--- src/sdadc_pkg.sv ---
// Purpose: Constants, types and shared helpers of the converter control register bank.
// Assumes: One 8-bit register per address; addresses 0x00 to 0x11.
// Notes:   Used by sdadc_ctrl only through scoped names.
//
// Function
// - Software register traffic passes over the internal two-wire serial bus; the result strobe also loads the result bytes and end of conversion.
// - Each 24-bit result is kept as low, middle and high bytes at consecutive addresses.
// - Reset loads the table values: control A is 0x20 (powered down), test is 0xE4.
// - The 12-bit reference DAC code is the high register above the low register nibble.
// - Writes to the low DAC register fill a shadow, copied to the live register on a high write.
// - The upper four bits of the low DAC register read as zero.
// - DAC control bit 7 switches the reference DAC on when one and off when zero.
// - DAC control bit 6 picks the DAC reference (0 analog supply, 1 common mode); bits 5-0 read 0.
// - Bandgap is off only with power-down set and common reference off; common ref follows its bit.
// - Power bit 7 enables the common-mode reference; when zero its output floats.
// - The reference gain bits pass the external reference whole, halved or quartered.
// - Power-down set forces the module off whatever the sleep and filter reset bits say.
////////////////////////////////////////////////////////////////////////////////////////////////////
package sdadc_pkg;

    localparam int         NUM_REGS        = 18;

    // Register addresses
    localparam logic [7:0] ADR_POWER       = 8'h00;
    localparam logic [7:0] ADR_AMP_GAIN    = 8'h01;
    localparam logic [7:0] ADR_AMP_INPUT   = 8'h02;
    localparam logic [7:0] ADR_AMP_CHAN    = 8'h03;
    localparam logic [7:0] ADR_RES_LOW     = 8'h04;
    localparam logic [7:0] ADR_RES_MID     = 8'h05;
    localparam logic [7:0] ADR_RES_HIGH    = 8'h06;
    localparam logic [7:0] ADR_CTRL_A      = 8'h07;
    localparam logic [7:0] ADR_CTRL_B      = 8'h08;
    localparam logic [7:0] ADR_CLK_SEL     = 8'h09;
    localparam logic [7:0] ADR_TEST        = 8'h0A;
    localparam logic [7:0] ADR_DAC_HIGH    = 8'h0B;
    localparam logic [7:0] ADR_DAC_LOW     = 8'h0C;
    localparam logic [7:0] ADR_DAC_CTRL    = 8'h0D;
    localparam logic [7:0] ADR_SER_CTRL    = 8'h0E;
    localparam logic [7:0] ADR_SER_TMO     = 8'h10;
    localparam logic [7:0] ADR_OSC         = 8'h11;

    // Reset values
    localparam logic [7:0] RST_DEFAULT     = 8'h00;
    localparam logic [7:0] RST_CTRL_A      = 8'h20;
    localparam logic [7:0] RST_TEST        = 8'hE4;
    localparam logic [7:0] RST_OSC         = 8'h01;

    // Field positions
    localparam int         BIT_COMMON_REF  = 7;
    localparam int         BIT_FILT_RESET  = 7;
    localparam int         BIT_SLEEP       = 6;
    localparam int         BIT_POWER_DOWN  = 5;
    localparam int         BIT_EOC         = 1;
    localparam int         BIT_DAC_ON      = 7;
    localparam int         BIT_DAC_SRC     = 6;
    localparam int         POS_REF_GAIN    = 5;
    localparam int         POS_FILT_MODE   = 5;

    // Serial state machine, one-hot
    typedef enum logic [8:0] {
        ST_IDLE    = 9'h001,
        ST_ADDR    = 9'h002,
        ST_ACK_ADR = 9'h004,
        ST_PTR     = 9'h008,
        ST_ACK_WR  = 9'h010,
        ST_WDATA   = 9'h020,
        ST_RDATA   = 9'h040,
        ST_ACK_RD  = 9'h080,
        ST_RD_NEXT = 9'h100
    } sdadc_st_e;

    // Bits that exist and read back
    function automatic logic [7:0] rd_mask(input logic [7:0] a);
        case (a)
            ADR_AMP_GAIN:  rd_mask = 8'h7F;
            ADR_AMP_INPUT: rd_mask = 8'h7E;
            ADR_AMP_CHAN:  rd_mask = 8'h3F;
            ADR_CTRL_B:    rd_mask = 8'hFE;
            ADR_CLK_SEL:   rd_mask = 8'h1F;
            ADR_DAC_LOW:   rd_mask = 8'h0F;
            ADR_DAC_CTRL:  rd_mask = 8'hC0;
            ADR_SER_CTRL:  rd_mask = 8'h8C;
            ADR_OSC:       rd_mask = 8'h07;
            8'h0F:         rd_mask = 8'h00;
            default:       rd_mask = (a < 8'h12) ? 8'hFF : 8'h00;
        endcase
    endfunction : rd_mask

    // Bits that software may change
    function automatic logic [7:0] wr_mask(input logic [7:0] a);
        case (a)
            ADR_RES_LOW, ADR_RES_MID, ADR_RES_HIGH: wr_mask = 8'h00;
            ADR_CTRL_B:    wr_mask = 8'hFC;
            ADR_OSC:       wr_mask = 8'h05;
            default:       wr_mask = rd_mask(a);
        endcase
    endfunction : wr_mask

endpackage : sdadc_pkg

--- src/sdadc_ctrl.sv ---
// Purpose: Control and data register bank of the 24-bit converter, reached as a serial slave.
// Assumes: SCL and SDA arrive from outside the clock domain; result strobe is on CLK_I.
// Notes:   SDA is open drain: SDA_O stays low and SDA_OE_N_O low means the line is pulled.
////////////////////////////////////////////////////////////////////////////////////////////////////
`timescale 1ns/1ns
module sdadc_ctrl #(
    parameter logic [6:0] DEV_ADDR = 7'h2A  // Arbitrary value
) (
    input  wire logic        CLK_I,
    input  wire logic        NRST_I,
    input  wire logic        SCL_I,
    input  wire logic        SDA_I,
    output logic             SDA_O,
    output logic             SDA_OE_N_O,
    input  wire logic [23:0] RESULT_I,
    input  wire logic        RESULT_VALID_I,
    output logic             COMMON_REF_ON_O,
    output logic             BANDGAP_ON_O,
    output logic             CONVERTER_POWER_DOWN_O,
    output logic             CONVERTER_SLEEP_SELECT_O,
    output logic             FILTER_RESET_O,
    output logic [2:0]       FILTER_MODE_SELECT_O,
    output logic [6:0]       PERF_TUNING_BITS_O,
    output logic [1:0]       REF_GAIN_SELECT_BITS_O,
    output logic             REFDAC_ON_O,
    output logic             REFDAC_SOURCE_SELECT_O,
    output logic [11:0]      REFDAC_CODE_O
);

    typedef struct packed {
        logic [sdadc_pkg::NUM_REGS-1:0][7:0] regs;
        logic [3:0]           dal_shadow;
        logic [7:0]           ptr;
        logic [7:0]           sh;
        logic [2:0]           cnt;
        logic                 rw;
        logic                 ack_on;
        sdadc_pkg::sdadc_st_e st;
        logic                 scl_m;
        logic                 scl_s;
        logic                 scl_d;
        logic                 sda_m;
        logic                 sda_s;
        logic                 sda_d;
        logic                 sda_oe_n;
        logic                 bandgap_on;
        logic                 sleep_on;
        logic                 frst_on;
    } sdadc_state_s;

    sdadc_state_s s;
    sdadc_state_s n;
    logic [1:0]   rst_q;
    logic         rst_n;
    logic         wr_en;
    logic [7:0]   wr_adr;
    logic [7:0]   wr_dat;
    logic         scl_rise;
    logic         scl_fall;
    logic         bus_start;
    logic         bus_stop;

    // Reads a register with absent bits forced to zero
    function automatic logic [7:0] read_reg(input logic [7:0] a, input sdadc_state_s st);
        if (a < 8'h12)
            read_reg = st.regs[a[4:0]] & sdadc_pkg::rd_mask(a);
        else
            read_reg = 8'h00;
    endfunction : read_reg

    ////////////////////////////////////////////////////////////////////////////////////////////////
    // Reset release through two flip-flops
    always_ff @(posedge CLK_I or negedge NRST_I) begin
        if (!NRST_I)
            rst_q <= 2'h0;
        else
            rst_q <= {rst_q[0], 1'b1};
    end
    assign rst_n = rst_q[1];

    // Bus events seen on the synchronised copies only
    assign scl_rise  = s.scl_s & ~s.scl_d;
    assign scl_fall  = ~s.scl_s & s.scl_d;
    assign bus_start = s.scl_s & s.scl_d & s.sda_d & ~s.sda_s;
    assign bus_stop  = s.scl_s & s.scl_d & ~s.sda_d & s.sda_s;

    ////////////////////////////////////////////////////////////////////////////////////////////////
    // Next-state logic: serial slave, register writes, result capture
    always_comb begin
        n      = s;
        wr_en  = 1'b0;
        wr_adr = s.ptr;
        wr_dat = {s.sh[6:0], s.sda_s};
        n.scl_m = SCL_I;
        n.scl_s = s.scl_m;
        n.scl_d = s.scl_s;
        n.sda_m = SDA_I;
        n.sda_s = s.sda_m;
        n.sda_d = s.sda_s;
        if (bus_start) begin
            n.st       = sdadc_pkg::ST_ADDR;
            n.cnt      = 3'h0;
            n.sda_oe_n = 1'b1;
        end else if (bus_stop) begin
            n.st       = sdadc_pkg::ST_IDLE;
            n.sda_oe_n = 1'b1;
        end else begin
            case (s.st)
                sdadc_pkg::ST_ADDR: begin
                    if (scl_rise) begin
                        n.sh  = {s.sh[6:0], s.sda_s};
                        n.cnt = s.cnt + 3'h1;
                        if (s.cnt == 3'h7) begin
                            n.rw     = s.sda_s;
                            n.ack_on = 1'b0;
                            n.st     = (s.sh[6:0] == DEV_ADDR) ? sdadc_pkg::ST_ACK_ADR
                                                               : sdadc_pkg::ST_IDLE;
                        end
                    end
                end
                sdadc_pkg::ST_ACK_ADR: begin
                    if (scl_fall) begin
                        if (!s.ack_on) begin
                            n.ack_on   = 1'b1;
                            n.sda_oe_n = 1'b0;
                        end else begin
                            n.ack_on = 1'b0;
                            n.cnt    = 3'h0;
                            if (s.rw) begin
                                n.st       = sdadc_pkg::ST_RDATA;
                                n.sh       = read_reg(s.ptr, s);
                                n.sda_oe_n = n.sh[7];
                            end else begin
                                n.st       = sdadc_pkg::ST_PTR;
                                n.sda_oe_n = 1'b1;
                            end
                        end
                    end
                end
                sdadc_pkg::ST_PTR, sdadc_pkg::ST_WDATA: begin
                    if (scl_rise) begin
                        n.sh  = {s.sh[6:0], s.sda_s};
                        n.cnt = s.cnt + 3'h1;
                        if (s.cnt == 3'h7) begin
                            n.ack_on = 1'b0;
                            n.st     = sdadc_pkg::ST_ACK_WR;
                            if (s.st == sdadc_pkg::ST_PTR) begin
                                n.ptr = wr_dat;
                            end else begin
                                wr_en = 1'b1;
                                n.ptr = s.ptr + 8'h01;
                            end
                        end
                    end
                end
                sdadc_pkg::ST_ACK_WR: begin
                    if (scl_fall) begin
                        if (!s.ack_on) begin
                            n.ack_on   = 1'b1;
                            n.sda_oe_n = 1'b0;
                        end else begin
                            n.ack_on   = 1'b0;
                            n.cnt      = 3'h0;
                            n.st       = sdadc_pkg::ST_WDATA;
                            n.sda_oe_n = 1'b1;
                        end
                    end
                end
                sdadc_pkg::ST_RDATA: begin
                    if (scl_fall) begin
                        if (s.cnt == 3'h7) begin
                            n.sda_oe_n = 1'b1;
                            n.st       = sdadc_pkg::ST_ACK_RD;
                        end else begin
                            n.sh       = {s.sh[6:0], 1'b0};
                            n.sda_oe_n = s.sh[6];
                            n.cnt      = s.cnt + 3'h1;
                        end
                    end
                end
                sdadc_pkg::ST_ACK_RD: begin
                    if (scl_rise) begin
                        n.ptr = s.ptr + 8'h01;
                        n.st  = s.sda_s ? sdadc_pkg::ST_IDLE : sdadc_pkg::ST_RD_NEXT;
                    end
                end
                sdadc_pkg::ST_RD_NEXT: begin
                    if (scl_fall) begin
                        n.cnt      = 3'h0;
                        n.st       = sdadc_pkg::ST_RDATA;
                        n.sh       = read_reg(s.ptr, s);
                        n.sda_oe_n = n.sh[7];
                    end
                end
                sdadc_pkg::ST_IDLE: begin
                    n.sda_oe_n = 1'b1;
                end
                default: begin
                    n.st       = sdadc_pkg::ST_IDLE;
                    n.sda_oe_n = 1'b1;
                end
            endcase
        end
        // Register write with masking and shadowed DAC low nibble
        if (wr_en) begin
            if (wr_adr == sdadc_pkg::ADR_DAC_LOW) begin
                n.dal_shadow = wr_dat[3:0];
            end else if (wr_adr < 8'h12) begin
                n.regs[wr_adr[4:0]] = (s.regs[wr_adr[4:0]] & ~sdadc_pkg::wr_mask(wr_adr))
                                    | (wr_dat & sdadc_pkg::wr_mask(wr_adr));
            end
            if (wr_adr == sdadc_pkg::ADR_DAC_HIGH)
                n.regs[sdadc_pkg::ADR_DAC_LOW[4:0]] = {4'h0, s.dal_shadow};
            if (wr_adr == sdadc_pkg::ADR_CTRL_B && !wr_dat[sdadc_pkg::BIT_EOC])
                n.regs[sdadc_pkg::ADR_CTRL_B[4:0]][sdadc_pkg::BIT_EOC] = 1'b0;
        end
        // Result capture sets end of conversion; set wins over a clear
        if (RESULT_VALID_I) begin
            n.regs[sdadc_pkg::ADR_RES_LOW[4:0]]  = RESULT_I[7:0];
            n.regs[sdadc_pkg::ADR_RES_MID[4:0]]  = RESULT_I[15:8];
            n.regs[sdadc_pkg::ADR_RES_HIGH[4:0]] = RESULT_I[23:16];
            n.regs[sdadc_pkg::ADR_CTRL_B[4:0]][sdadc_pkg::BIT_EOC] = 1'b1;
        end
        // Power decode from the next register values
        n.bandgap_on = ~(n.regs[sdadc_pkg::ADR_CTRL_A[4:0]][sdadc_pkg::BIT_POWER_DOWN]
                       & ~n.regs[sdadc_pkg::ADR_POWER[4:0]][sdadc_pkg::BIT_COMMON_REF]);
        n.sleep_on   = n.regs[sdadc_pkg::ADR_CTRL_A[4:0]][sdadc_pkg::BIT_SLEEP]
                     & ~n.regs[sdadc_pkg::ADR_CTRL_A[4:0]][sdadc_pkg::BIT_POWER_DOWN];
        n.frst_on    = n.regs[sdadc_pkg::ADR_CTRL_A[4:0]][sdadc_pkg::BIT_FILT_RESET]
                     & ~n.regs[sdadc_pkg::ADR_CTRL_A[4:0]][sdadc_pkg::BIT_POWER_DOWN];
    end

    ////////////////////////////////////////////////////////////////////////////////////////////////
    // State register with table reset values
    always_ff @(posedge CLK_I or negedge rst_n) begin
        if (!rst_n) begin
            s <= '0;
            for (int i = 0; i < sdadc_pkg::NUM_REGS; i++) begin
                s.regs[i] <= sdadc_pkg::RST_DEFAULT;
            end
            s.regs[sdadc_pkg::ADR_CTRL_A[4:0]] <= sdadc_pkg::RST_CTRL_A;
            s.regs[sdadc_pkg::ADR_TEST[4:0]]   <= sdadc_pkg::RST_TEST;
            s.regs[sdadc_pkg::ADR_OSC[4:0]]    <= sdadc_pkg::RST_OSC;
            s.st       <= sdadc_pkg::ST_IDLE;
            s.scl_m    <= 1'b1;
            s.scl_s    <= 1'b1;
            s.scl_d    <= 1'b1;
            s.sda_m    <= 1'b1;
            s.sda_s    <= 1'b1;
            s.sda_d    <= 1'b1;
            s.sda_oe_n <= 1'b1;
        end else begin
            s <= n;
        end
    end

    // Outputs taken straight from state flip-flops; SDA_O is tied low
    assign SDA_O                    = 1'b0;
    assign SDA_OE_N_O               = s.sda_oe_n;
    assign COMMON_REF_ON_O          = s.regs[sdadc_pkg::ADR_POWER[4:0]]
                                            [sdadc_pkg::BIT_COMMON_REF];
    assign PERF_TUNING_BITS_O       = s.regs[sdadc_pkg::ADR_POWER[4:0]][6:0];
    assign BANDGAP_ON_O             = s.bandgap_on;
    assign CONVERTER_POWER_DOWN_O   = s.regs[sdadc_pkg::ADR_CTRL_A[4:0]]
                                            [sdadc_pkg::BIT_POWER_DOWN];
    assign CONVERTER_SLEEP_SELECT_O = s.sleep_on;
    assign FILTER_RESET_O           = s.frst_on;
    assign FILTER_MODE_SELECT_O     = s.regs[sdadc_pkg::ADR_CTRL_B[4:0]]
                                            [sdadc_pkg::POS_FILT_MODE+:3];
    assign REF_GAIN_SELECT_BITS_O   = s.regs[sdadc_pkg::ADR_AMP_GAIN[4:0]]
                                            [sdadc_pkg::POS_REF_GAIN+:2];
    assign REFDAC_ON_O              = s.regs[sdadc_pkg::ADR_DAC_CTRL[4:0]]
                                            [sdadc_pkg::BIT_DAC_ON];
    assign REFDAC_SOURCE_SELECT_O   = s.regs[sdadc_pkg::ADR_DAC_CTRL[4:0]]
                                            [sdadc_pkg::BIT_DAC_SRC];
    assign REFDAC_CODE_O            = {s.regs[sdadc_pkg::ADR_DAC_HIGH[4:0]],
                                       s.regs[sdadc_pkg::ADR_DAC_LOW[4:0]][3:0]};

    ////////////////////////////////////////////////////////////////////////////////////////////////
    // Checks
    a_result_capture: assert property (@(posedge CLK_I) disable iff (!rst_n)
        RESULT_VALID_I |=> {s.regs[6], s.regs[5], s.regs[4]} == $past(RESULT_I))
        else $error("result bytes not captured");
    a_reset_values: assert property (@(posedge CLK_I) disable iff (!rst_n)
        $rose(rst_n) |-> (s.regs[7] == sdadc_pkg::RST_CTRL_A && s.regs[10] == sdadc_pkg::RST_TEST))
        else $error("reset values wrong");
    a_dal_shadow_hold: assert property (@(posedge CLK_I) disable iff (!rst_n)
        (wr_en && wr_adr == 8'h0C) |=> $stable(REFDAC_CODE_O) && s.dal_shadow == $past(wr_dat[3:0]))
        else $error("low DAC write reached live code");
    a_dal_shadow_copy: assert property (@(posedge CLK_I) disable iff (!rst_n)
        (wr_en && wr_adr == 8'h0B) |=> REFDAC_CODE_O == {$past(wr_dat), $past(s.dal_shadow)})
        else $error("high DAC write did not copy shadow");
    a_dal_upper_zero: assert property (@(posedge CLK_I) disable iff (!rst_n)
        (read_reg(8'h0C, s) & 8'hF0) == 8'h00 && (read_reg(8'h0D, s) & 8'h3F) == 8'h00)
        else $error("DAC absent bits read nonzero");
    a_dac_enable: assert property (@(posedge CLK_I) disable iff (!rst_n)
        (wr_en && wr_adr == 8'h0D) |=> REFDAC_ON_O == $past(wr_dat[7])
                                      && REFDAC_SOURCE_SELECT_O == $past(wr_dat[6]))
        else $error("DAC control not applied");
    a_bandgap_table: assert property (@(posedge CLK_I) disable iff (!rst_n)
        BANDGAP_ON_O == !(CONVERTER_POWER_DOWN_O && !COMMON_REF_ON_O))
        else $error("bandgap does not follow power table");
    a_common_ref: assert property (@(posedge CLK_I) disable iff (!rst_n)
        (wr_en && wr_adr == 8'h00) |=> COMMON_REF_ON_O == $past(wr_dat[7]))
        else $error("common reference enable not applied");
    a_power_down_wins: assert property (@(posedge CLK_I) disable iff (!rst_n)
        CONVERTER_POWER_DOWN_O |-> !CONVERTER_SLEEP_SELECT_O && !FILTER_RESET_O)
        else $error("sleep or filter reset active while powered down");
    a_unmapped_zero: assert property (@(posedge CLK_I) disable iff (!rst_n)
        read_reg(8'h0F, s) == 8'h00 && (read_reg(8'h01, s) & 8'h80) == 8'h00)
        else $error("unimplemented bits read nonzero");
    a_sda_drive_only: assert property (@(posedge CLK_I) disable iff (!rst_n)
        !SDA_OE_N_O |-> (s.st inside {sdadc_pkg::ST_ACK_ADR, sdadc_pkg::ST_ACK_WR,
                                      sdadc_pkg::ST_RDATA}))
        else $error("SDA pulled outside acknowledge or read data");

endmodule : sdadc_ctrl

--- config.mk ---
export PLATFORM = sky130hd
export DESIGN_NAME = sdadc_ctrl
export DESIGN_NICKNAME = d
export VERILOG_FILES = /design/src/sdadc_pkg.sv /design/src/sdadc_ctrl.sv
export SDC_FILE = /design/constraint.sdc
export NUM_CORES = 1
export LEC_CHECK = 0
export ABC_AREA = 1
export BUFFER_PORTS_ARGS = -buffer_cell sky130_fd_sc_hd__buf_4
export CAP_MARGIN = 10
export CORE_ASPECT_RATIO = 0.75
export CORE_MARGIN = 4
export CORE_UTILIZATION = 50
export DETAILED_ROUTE_END_ITERATION = 8
export HOLD_SLACK_MARGIN = 0.02
export PLACE_DENSITY = 0.73
export REMOVE_ABC_BUFFERS = 1
export SYNTH_ARGS = -nofsm -noshare
export SYNTH_HDL_FRONTEND = slang
export SYNTH_SLANG_ARGS = --single-unit
--- constraint.sdc ---
create_clock -name CLK_I -period 14.2 [get_ports CLK_I]
set_clock_uncertainty 0.15 [all_clocks]
set_input_delay 2.84 -clock CLK_I [delete_from_list [all_inputs] [get_ports CLK_I]]
set_output_delay 2.84 -clock CLK_I [all_outputs]
set_load 0.005 [all_outputs]
After elaboration in Yosys (flattened, before gate mapping). Cells that the tools add are included.

Bits of input ports: 29. Flip-flop bits (word level): 189.

Add/subtract/negate cells: 2. Reduce and logical (&&, ||, !) cells: 26. Magnitude comparators: 3. Equal/unequal tests: 64. Multiplexer cells: 87. Bitwise logic cells: 26.

Operator list (count): $mux 104 (2); $mux 8 (22); $bwmux 144 (1); $mux 10 (9); $mux 9 (9); $pmux 8 s10 (1); $pmux 9 s8 (1); $mux 70 (1); $eq 8x4->1 const B (7); $pmux 8 s7 (1); $ne 4x4->1 const B (12); $bmux 8 s5 (1); $demux 8 s5 (1); $pmux 7 s5 (1); $and 8x8->8 (4); $ne 3x3->1 const B (10); $ne 2x2->1 const B (14); $eq 8x3->1 const B (3); $mux 24 (1); $pmux 8 s3 (1); $reduce_and 11->1 (2); $mux 21 (1); $mux 1 (20); $mux 19 (1); 51 further kinds (82).

Longest topological paths before layout.
Word-level depth: 19. Gate-level depth with buffers: 18.

Least setup slack after synthesis. OpenSTA, ideal clock, no wires.

Kind: input -> register. Start point: input port RESULT_VALID_I. End point: register s[89] (netlist name). Required time: 13.972 ns. Path slack: 10.288 ns. Stages on the path: 5. Arrival: 3.684 ns. Cell sequence: clkbuf_1 > clkbuf_1 > nand2_1 > o21ai_0 > o21bai_1.

Cells in the longest elaborated chain, start to end: 2.

RTL lines: from (decl) (line sdadc_ctrl.sv:16) `input wire logic RESULT_VALID_I,`; $ne 2x2->1 (no line) or $reduce_bool 2->1 (tied branches); $reduce_and 3->1 (no line); to (signal assigned) (line sdadc_ctrl.sv:253) `s <= n;`; to (decl) (line sdadc_ctrl.sv:51) `sdadc_state_s s;`.

Several ways; a longest one is shown, not always the timed one. A chain may end at the register's enable or synchronous reset.

Final worst setup path.
Start point: register s, in the netlist CONVERTER_POWER_DOWN_O. End point: output port CONVERTER_POWER_DOWN_O.

RTL lines: to (decl) (line sdadc_ctrl.sv:19) `output logic CONVERTER_POWER_DOWN_O,`.

No word-level cell between the ends.

==> run_summary.xml <==
<?xml version="1.0" encoding="UTF-8"?>
<metrics>
  <group name="global_route">
    <metric name="first_global_vias" unit="">9439</metric>
    <metric name="gr-usage-all-layers" unit="%">27.5</metric>
    <metric name="grt_pass1_wl" unit="um">52900</metric>
    <metric name="grt_max_degree" unit="">75</metric>
    <metric name="grt_overflow" unit="">0</metric>
    <metric name="grt_antenna_before_repair" unit="">2</metric>
  </group>
  <group name="worst_setup_path">
    <metric name="cp_top_family" unit="">flip-flops</metric>
    <metric name="cp_slowest_cell" unit="">dfstp_2</metric>
    <metric name="critPathLaunchType" unit="">flop</metric>
    <metric name="worstSetupPathDepth" unit="">1</metric>
    <metric name="critical_path.startpoint" unit="">CONVERTER_POWER_DOWN_O</metric>
    <metric name="cp.required" unit="ns">11.21</metric>
    <metric name="critical_path.max_fanout" unit="">3</metric>
    <metric name="cp_slowest_stage_delay" unit="ns">0.56</metric>
    <metric name="endpoint_kind" unit="">output pin</metric>
    <metric name="r2r_slack" unit="ns">10.36</metric>
    <metric name="cp.buffers_inverters" unit="">1</metric>
    <metric name="worstSetupPathType" unit="">reg2out</metric>
    <metric name="endpoint" unit="">CONVERTER_POWER_DOWN_O</metric>
    <metric name="critical_path_data_arrival_time" unit="ns">1.11</metric>
    <metric name="ordered_cell_list_for_the_critical_path" unit="">buf_4</metric>
    <metric name="timing.rr.end" unit="">s[88]</metric>
    <metric name="timing.rr.start" unit="">wr_adr[1]</metric>
    <metric name="r2r.worst_path.cells" unit="">12</metric>
  </group>
  <group name="clock_tree">
    <metric name="clock_sinks" unit="">189</metric>
    <metric name="postCtsSetupBuffers" unit="">0</metric>
    <metric name="cts_inserted_buffers" unit="">17</metric>
    <metric name="worstSkewPairLatency" unit="ns">0.45</metric>
    <metric name="post_cts.resized_instances" unit="">0</metric>
    <metric name="clk_transition_reported_paths" unit="ns">0.07</metric>
    <metric name="post_cts_hold_buffer_count" unit="">0</metric>
    <metric name="htree_levels" unit="">4</metric>
    <metric name="tritoncts" unit="">yes</metric>
    <metric name="clk_root_buffer_cell" unit="">clkbuf_16</metric>
    <metric name="clock_tree.buffer_depth" unit="">2</metric>
  </group>
  <group name="run_status">
    <metric name="status" unit="">complete, no violations</metric>
  </group>
  <group name="synth">
    <metric name="synth_largest_type_area_fraction" unit="%">39.4</metric>
    <metric name="async_flop_share" unit="%">100</metric>
    <metric name="syn_inst" unit="">1506</metric>
    <metric name="yosys_register_bits" unit="">189</metric>
    <metric name="yosysSeqAreaShare" unit="%">42.8</metric>
    <metric name="post_synth_edffs" unit="">0</metric>
    <metric name="avgSynthCellArea" unit="um2">7.37</metric>
    <metric name="netlist_area" unit="um2">11100</metric>
    <metric name="number_of_distinct_library_cells_after_synthesis" unit="">49</metric>
    <metric name="yosysTopAreaCell" unit="">dfrtp_1</metric>
    <metric name="cells_taking_the_most_area_after_synthesis" unit="">dfrtp_1 39%, nand2_1 17%, nand3_1 6.2%, o21ai_0 4.6%, nor2_1 4.2%</metric>
    <metric name="synth_most_common_cell" unit="">nand2_1</metric>
    <metric name="dominantRegCellSynth" unit="">dfrtp_1</metric>
    <metric name="synth.top_cells.by_count" unit="">505 x nand2_1, 175 x dfrtp_1, 137 x nand3_1</metric>
    <metric name="synthesis.yosys.warnings" unit="">0</metric>
  </group>
  <group name="drt">
    <metric name="antenna_left" unit="">0</metric>
    <metric name="route.detailed.vias_per_inst" unit="">5.68</metric>
    <metric name="wl_per_cell" unit="um">18.6</metric>
    <metric name="detailedRoute.firstPassIterationCount" unit="">6</metric>
    <metric name="drt_first_iter_violations" unit="">1329</metric>
    <metric name="vias" unit="">10300</metric>
    <metric name="wl" unit="um">33500</metric>
    <metric name="residual_drc_count" unit="">0</metric>
  </group>
  <group name="sta">
    <metric name="setup_repair_after_global_routing_missed_its_margin" unit="">false</metric>
    <metric name="hold_ws" unit="ns">0.203</metric>
    <metric name="timing.final.setup_violations" unit="">0</metric>
    <metric name="setup_total_negative_slack" unit="ns">0</metric>
    <metric name="timing_hold_violations_final" unit="">0</metric>
    <metric name="max_slew.worst_pin.slew" unit="ns">0.981</metric>
    <metric name="slew_viol_final" unit="">0</metric>
    <metric name="fmaxAchievable" unit="MHz">244</metric>
    <metric name="finalCritPeriodShare" unit="%">28.9</metric>
    <metric name="timing.max_slew.rel_slack" unit="%">34.4</metric>
    <metric name="min_period" unit="ns">4.10</metric>
  </group>
  <group name="pwr">
    <metric name="powerDensity" unit="nW/um2">108</metric>
    <metric name="leakage" unit="uW">0.00600</metric>
    <metric name="ir_drop" unit="V">0.0000828</metric>
    <metric name="total_power" unit="uW">1300</metric>
  </group>
  <group name="place">
    <metric name="gp_routability_congestion" unit="">0.996</metric>
    <metric name="io_buffer_count" unit="">60</metric>
    <metric name="post-dp-hpwl" unit="um">23100</metric>
  </group>
  <group name="layout">
    <metric name="final_layout_size_suffix_gt1_share" unit="%">13.1</metric>
    <metric name="nFillCells" unit="">2030</metric>
    <metric name="area.growth.synth_to_final" unit="%">7.85</metric>
    <metric name="num_antenna_cells" unit="">0</metric>
    <metric name="fin_nets" unit="">1540</metric>
  </group>
  <group name="worst_hold_path">
    <metric name="hold_path_class" unit="">reg2reg</metric>
  </group>
  <group name="floorplanning">
    <metric name="die_area" unit="um2">24700</metric>
    <metric name="design.portCount" unit="">62</metric>
    <metric name="die_y" unit="um">137</metric>
    <metric name="fp.dieW" unit="um">180</metric>
    <metric name="rows" unit="">46</metric>
    <metric name="coreArea" unit="um2">21500</metric>
    <metric name="initial_core_utilization" unit="%">51.7</metric>
  </group>
  <group name="flow_run">
    <metric name="timing.max_cap.violations" unit="">0</metric>
  </group>
</metrics>
-- metal layers --
| metal | vias to the layer above | GRT usage (%) | share of wire (%) |
|---|---|---|---|
| met5 | - | 0 | 0.063 |
| met4 | 4 | 6.05 | 1.3 |
| met3 | 49 | 8.95 | 12 |
| met2 | 520 | 38.7 | 41 |
| met1 | 4875 | 41.2 | 46 |
| li1 | 4805 | - | - |
-- per-stage QoR --
step	util [%]	setup slack (ns)	instance area (um2)	cells
3_5_place_dp	52.8	9.92	11300	1774
6_report	55.8	10.10	12000	1806
4_1_cts	55.8	10.08	12000	1806
3_3_place_gp	52.8	9.99	11300	1774
5_1_grt	55.8	10.07	12000	1806
2_1_floorplan	-	8.42	10500	1421
-- cells by family (layout without fill, tap and decap cells) --
kind of cell | count (synthesis) | after routing | synth area share [%]
xor gates and xnor gates | 2 | 2 | 0.158
adders and majority gates | 6 | 6 | 0.676
buffers and inverters | 215 | 227 | 9.93
and+or+nand+nor | 866 | 866 | 35.2
other | 2 | 2 | 0.0676
DFF | 189 | 189 | 42.8
AOI/OAI and AO/OA | 226 | 226 | 11.2
-- worst min-delay path by stage --
stage	start	endpoint	depth (start not counted)
2_1_floorplan	rst_q[0]	rst_q[1]	0
3_3_place_gp	rst_q[0]	rst_q[1]	0
3_5_place_dp	rst_q[0]	rst_q[1]	0
4_1_cts	rst_q[0]	rst_q[1]	0
5_1_grt	n[5]	n[4]	0
6_report	rst_q[0]	rst_q[1]	0
-- power by group --
| group | internal [uW] | switching, uW | total [uW] | leakage (uW) |
|---|---|---|---|---|
| Combinational | 40.8 | 156 | 196 | 0.00372 |
| Clock | 302 | 220 | 521 | 0.000302 |
| Sequential | 560 | 20.0 | 580 | 0.00199 |
-- final cells by class --
cell class                 instances  area (um2)  share of cell area [%]
clock inverter                    12         184                    1.54
tap                              288         360                    3.01
multi-input combinational       1102        5250                    43.9
sequential                       189        4750                    39.7
inverter                         130         490                    4.10
timing repair buffer              65         488                    4.07
clock buffer                      20         447                    3.73
-- layout by cell type, fill, tap and decap left out, types with 3 or more instances in the layout --
master / n
nor4_1: 3
nand4_1: 11
o22ai_1: 3
a31oi_1: 3
o211ai_1: 8
o21ai_2: 3
o31ai_1: 5
inv_6: 3
o21ai_0: 101
nand2_1: 505
o21ai_1: 46
clkbuf_16: 17
buf_4: 65
o21bai_1: 10
nand3b_1: 3
inv_2: 19
a21oi_1: 42
ha_1: 6
nor3_1: 19
dfrtp_1: 173
nor2_2: 6
dfstp_2: 14
nand2_2: 15
nand2_4: 7
nor2_4: 17
inv_1: 110
nor2_1: 124
nor2_8: 3
nand3_1: 137
bufinv_16: 4
-- registers in the layout, summed over array words and instances (netlist names), 2 cells and up --
register                count
rst_q                       2
FILTER_MODE_SELECT_O        3
REF_GAIN_SELECT_BITS_O      2
REFDAC_CODE_O              12
n                           4
s                         143
PERF_TUNING_BITS_O          7
wr_adr                      8
(Power assumes the default switching activity.)
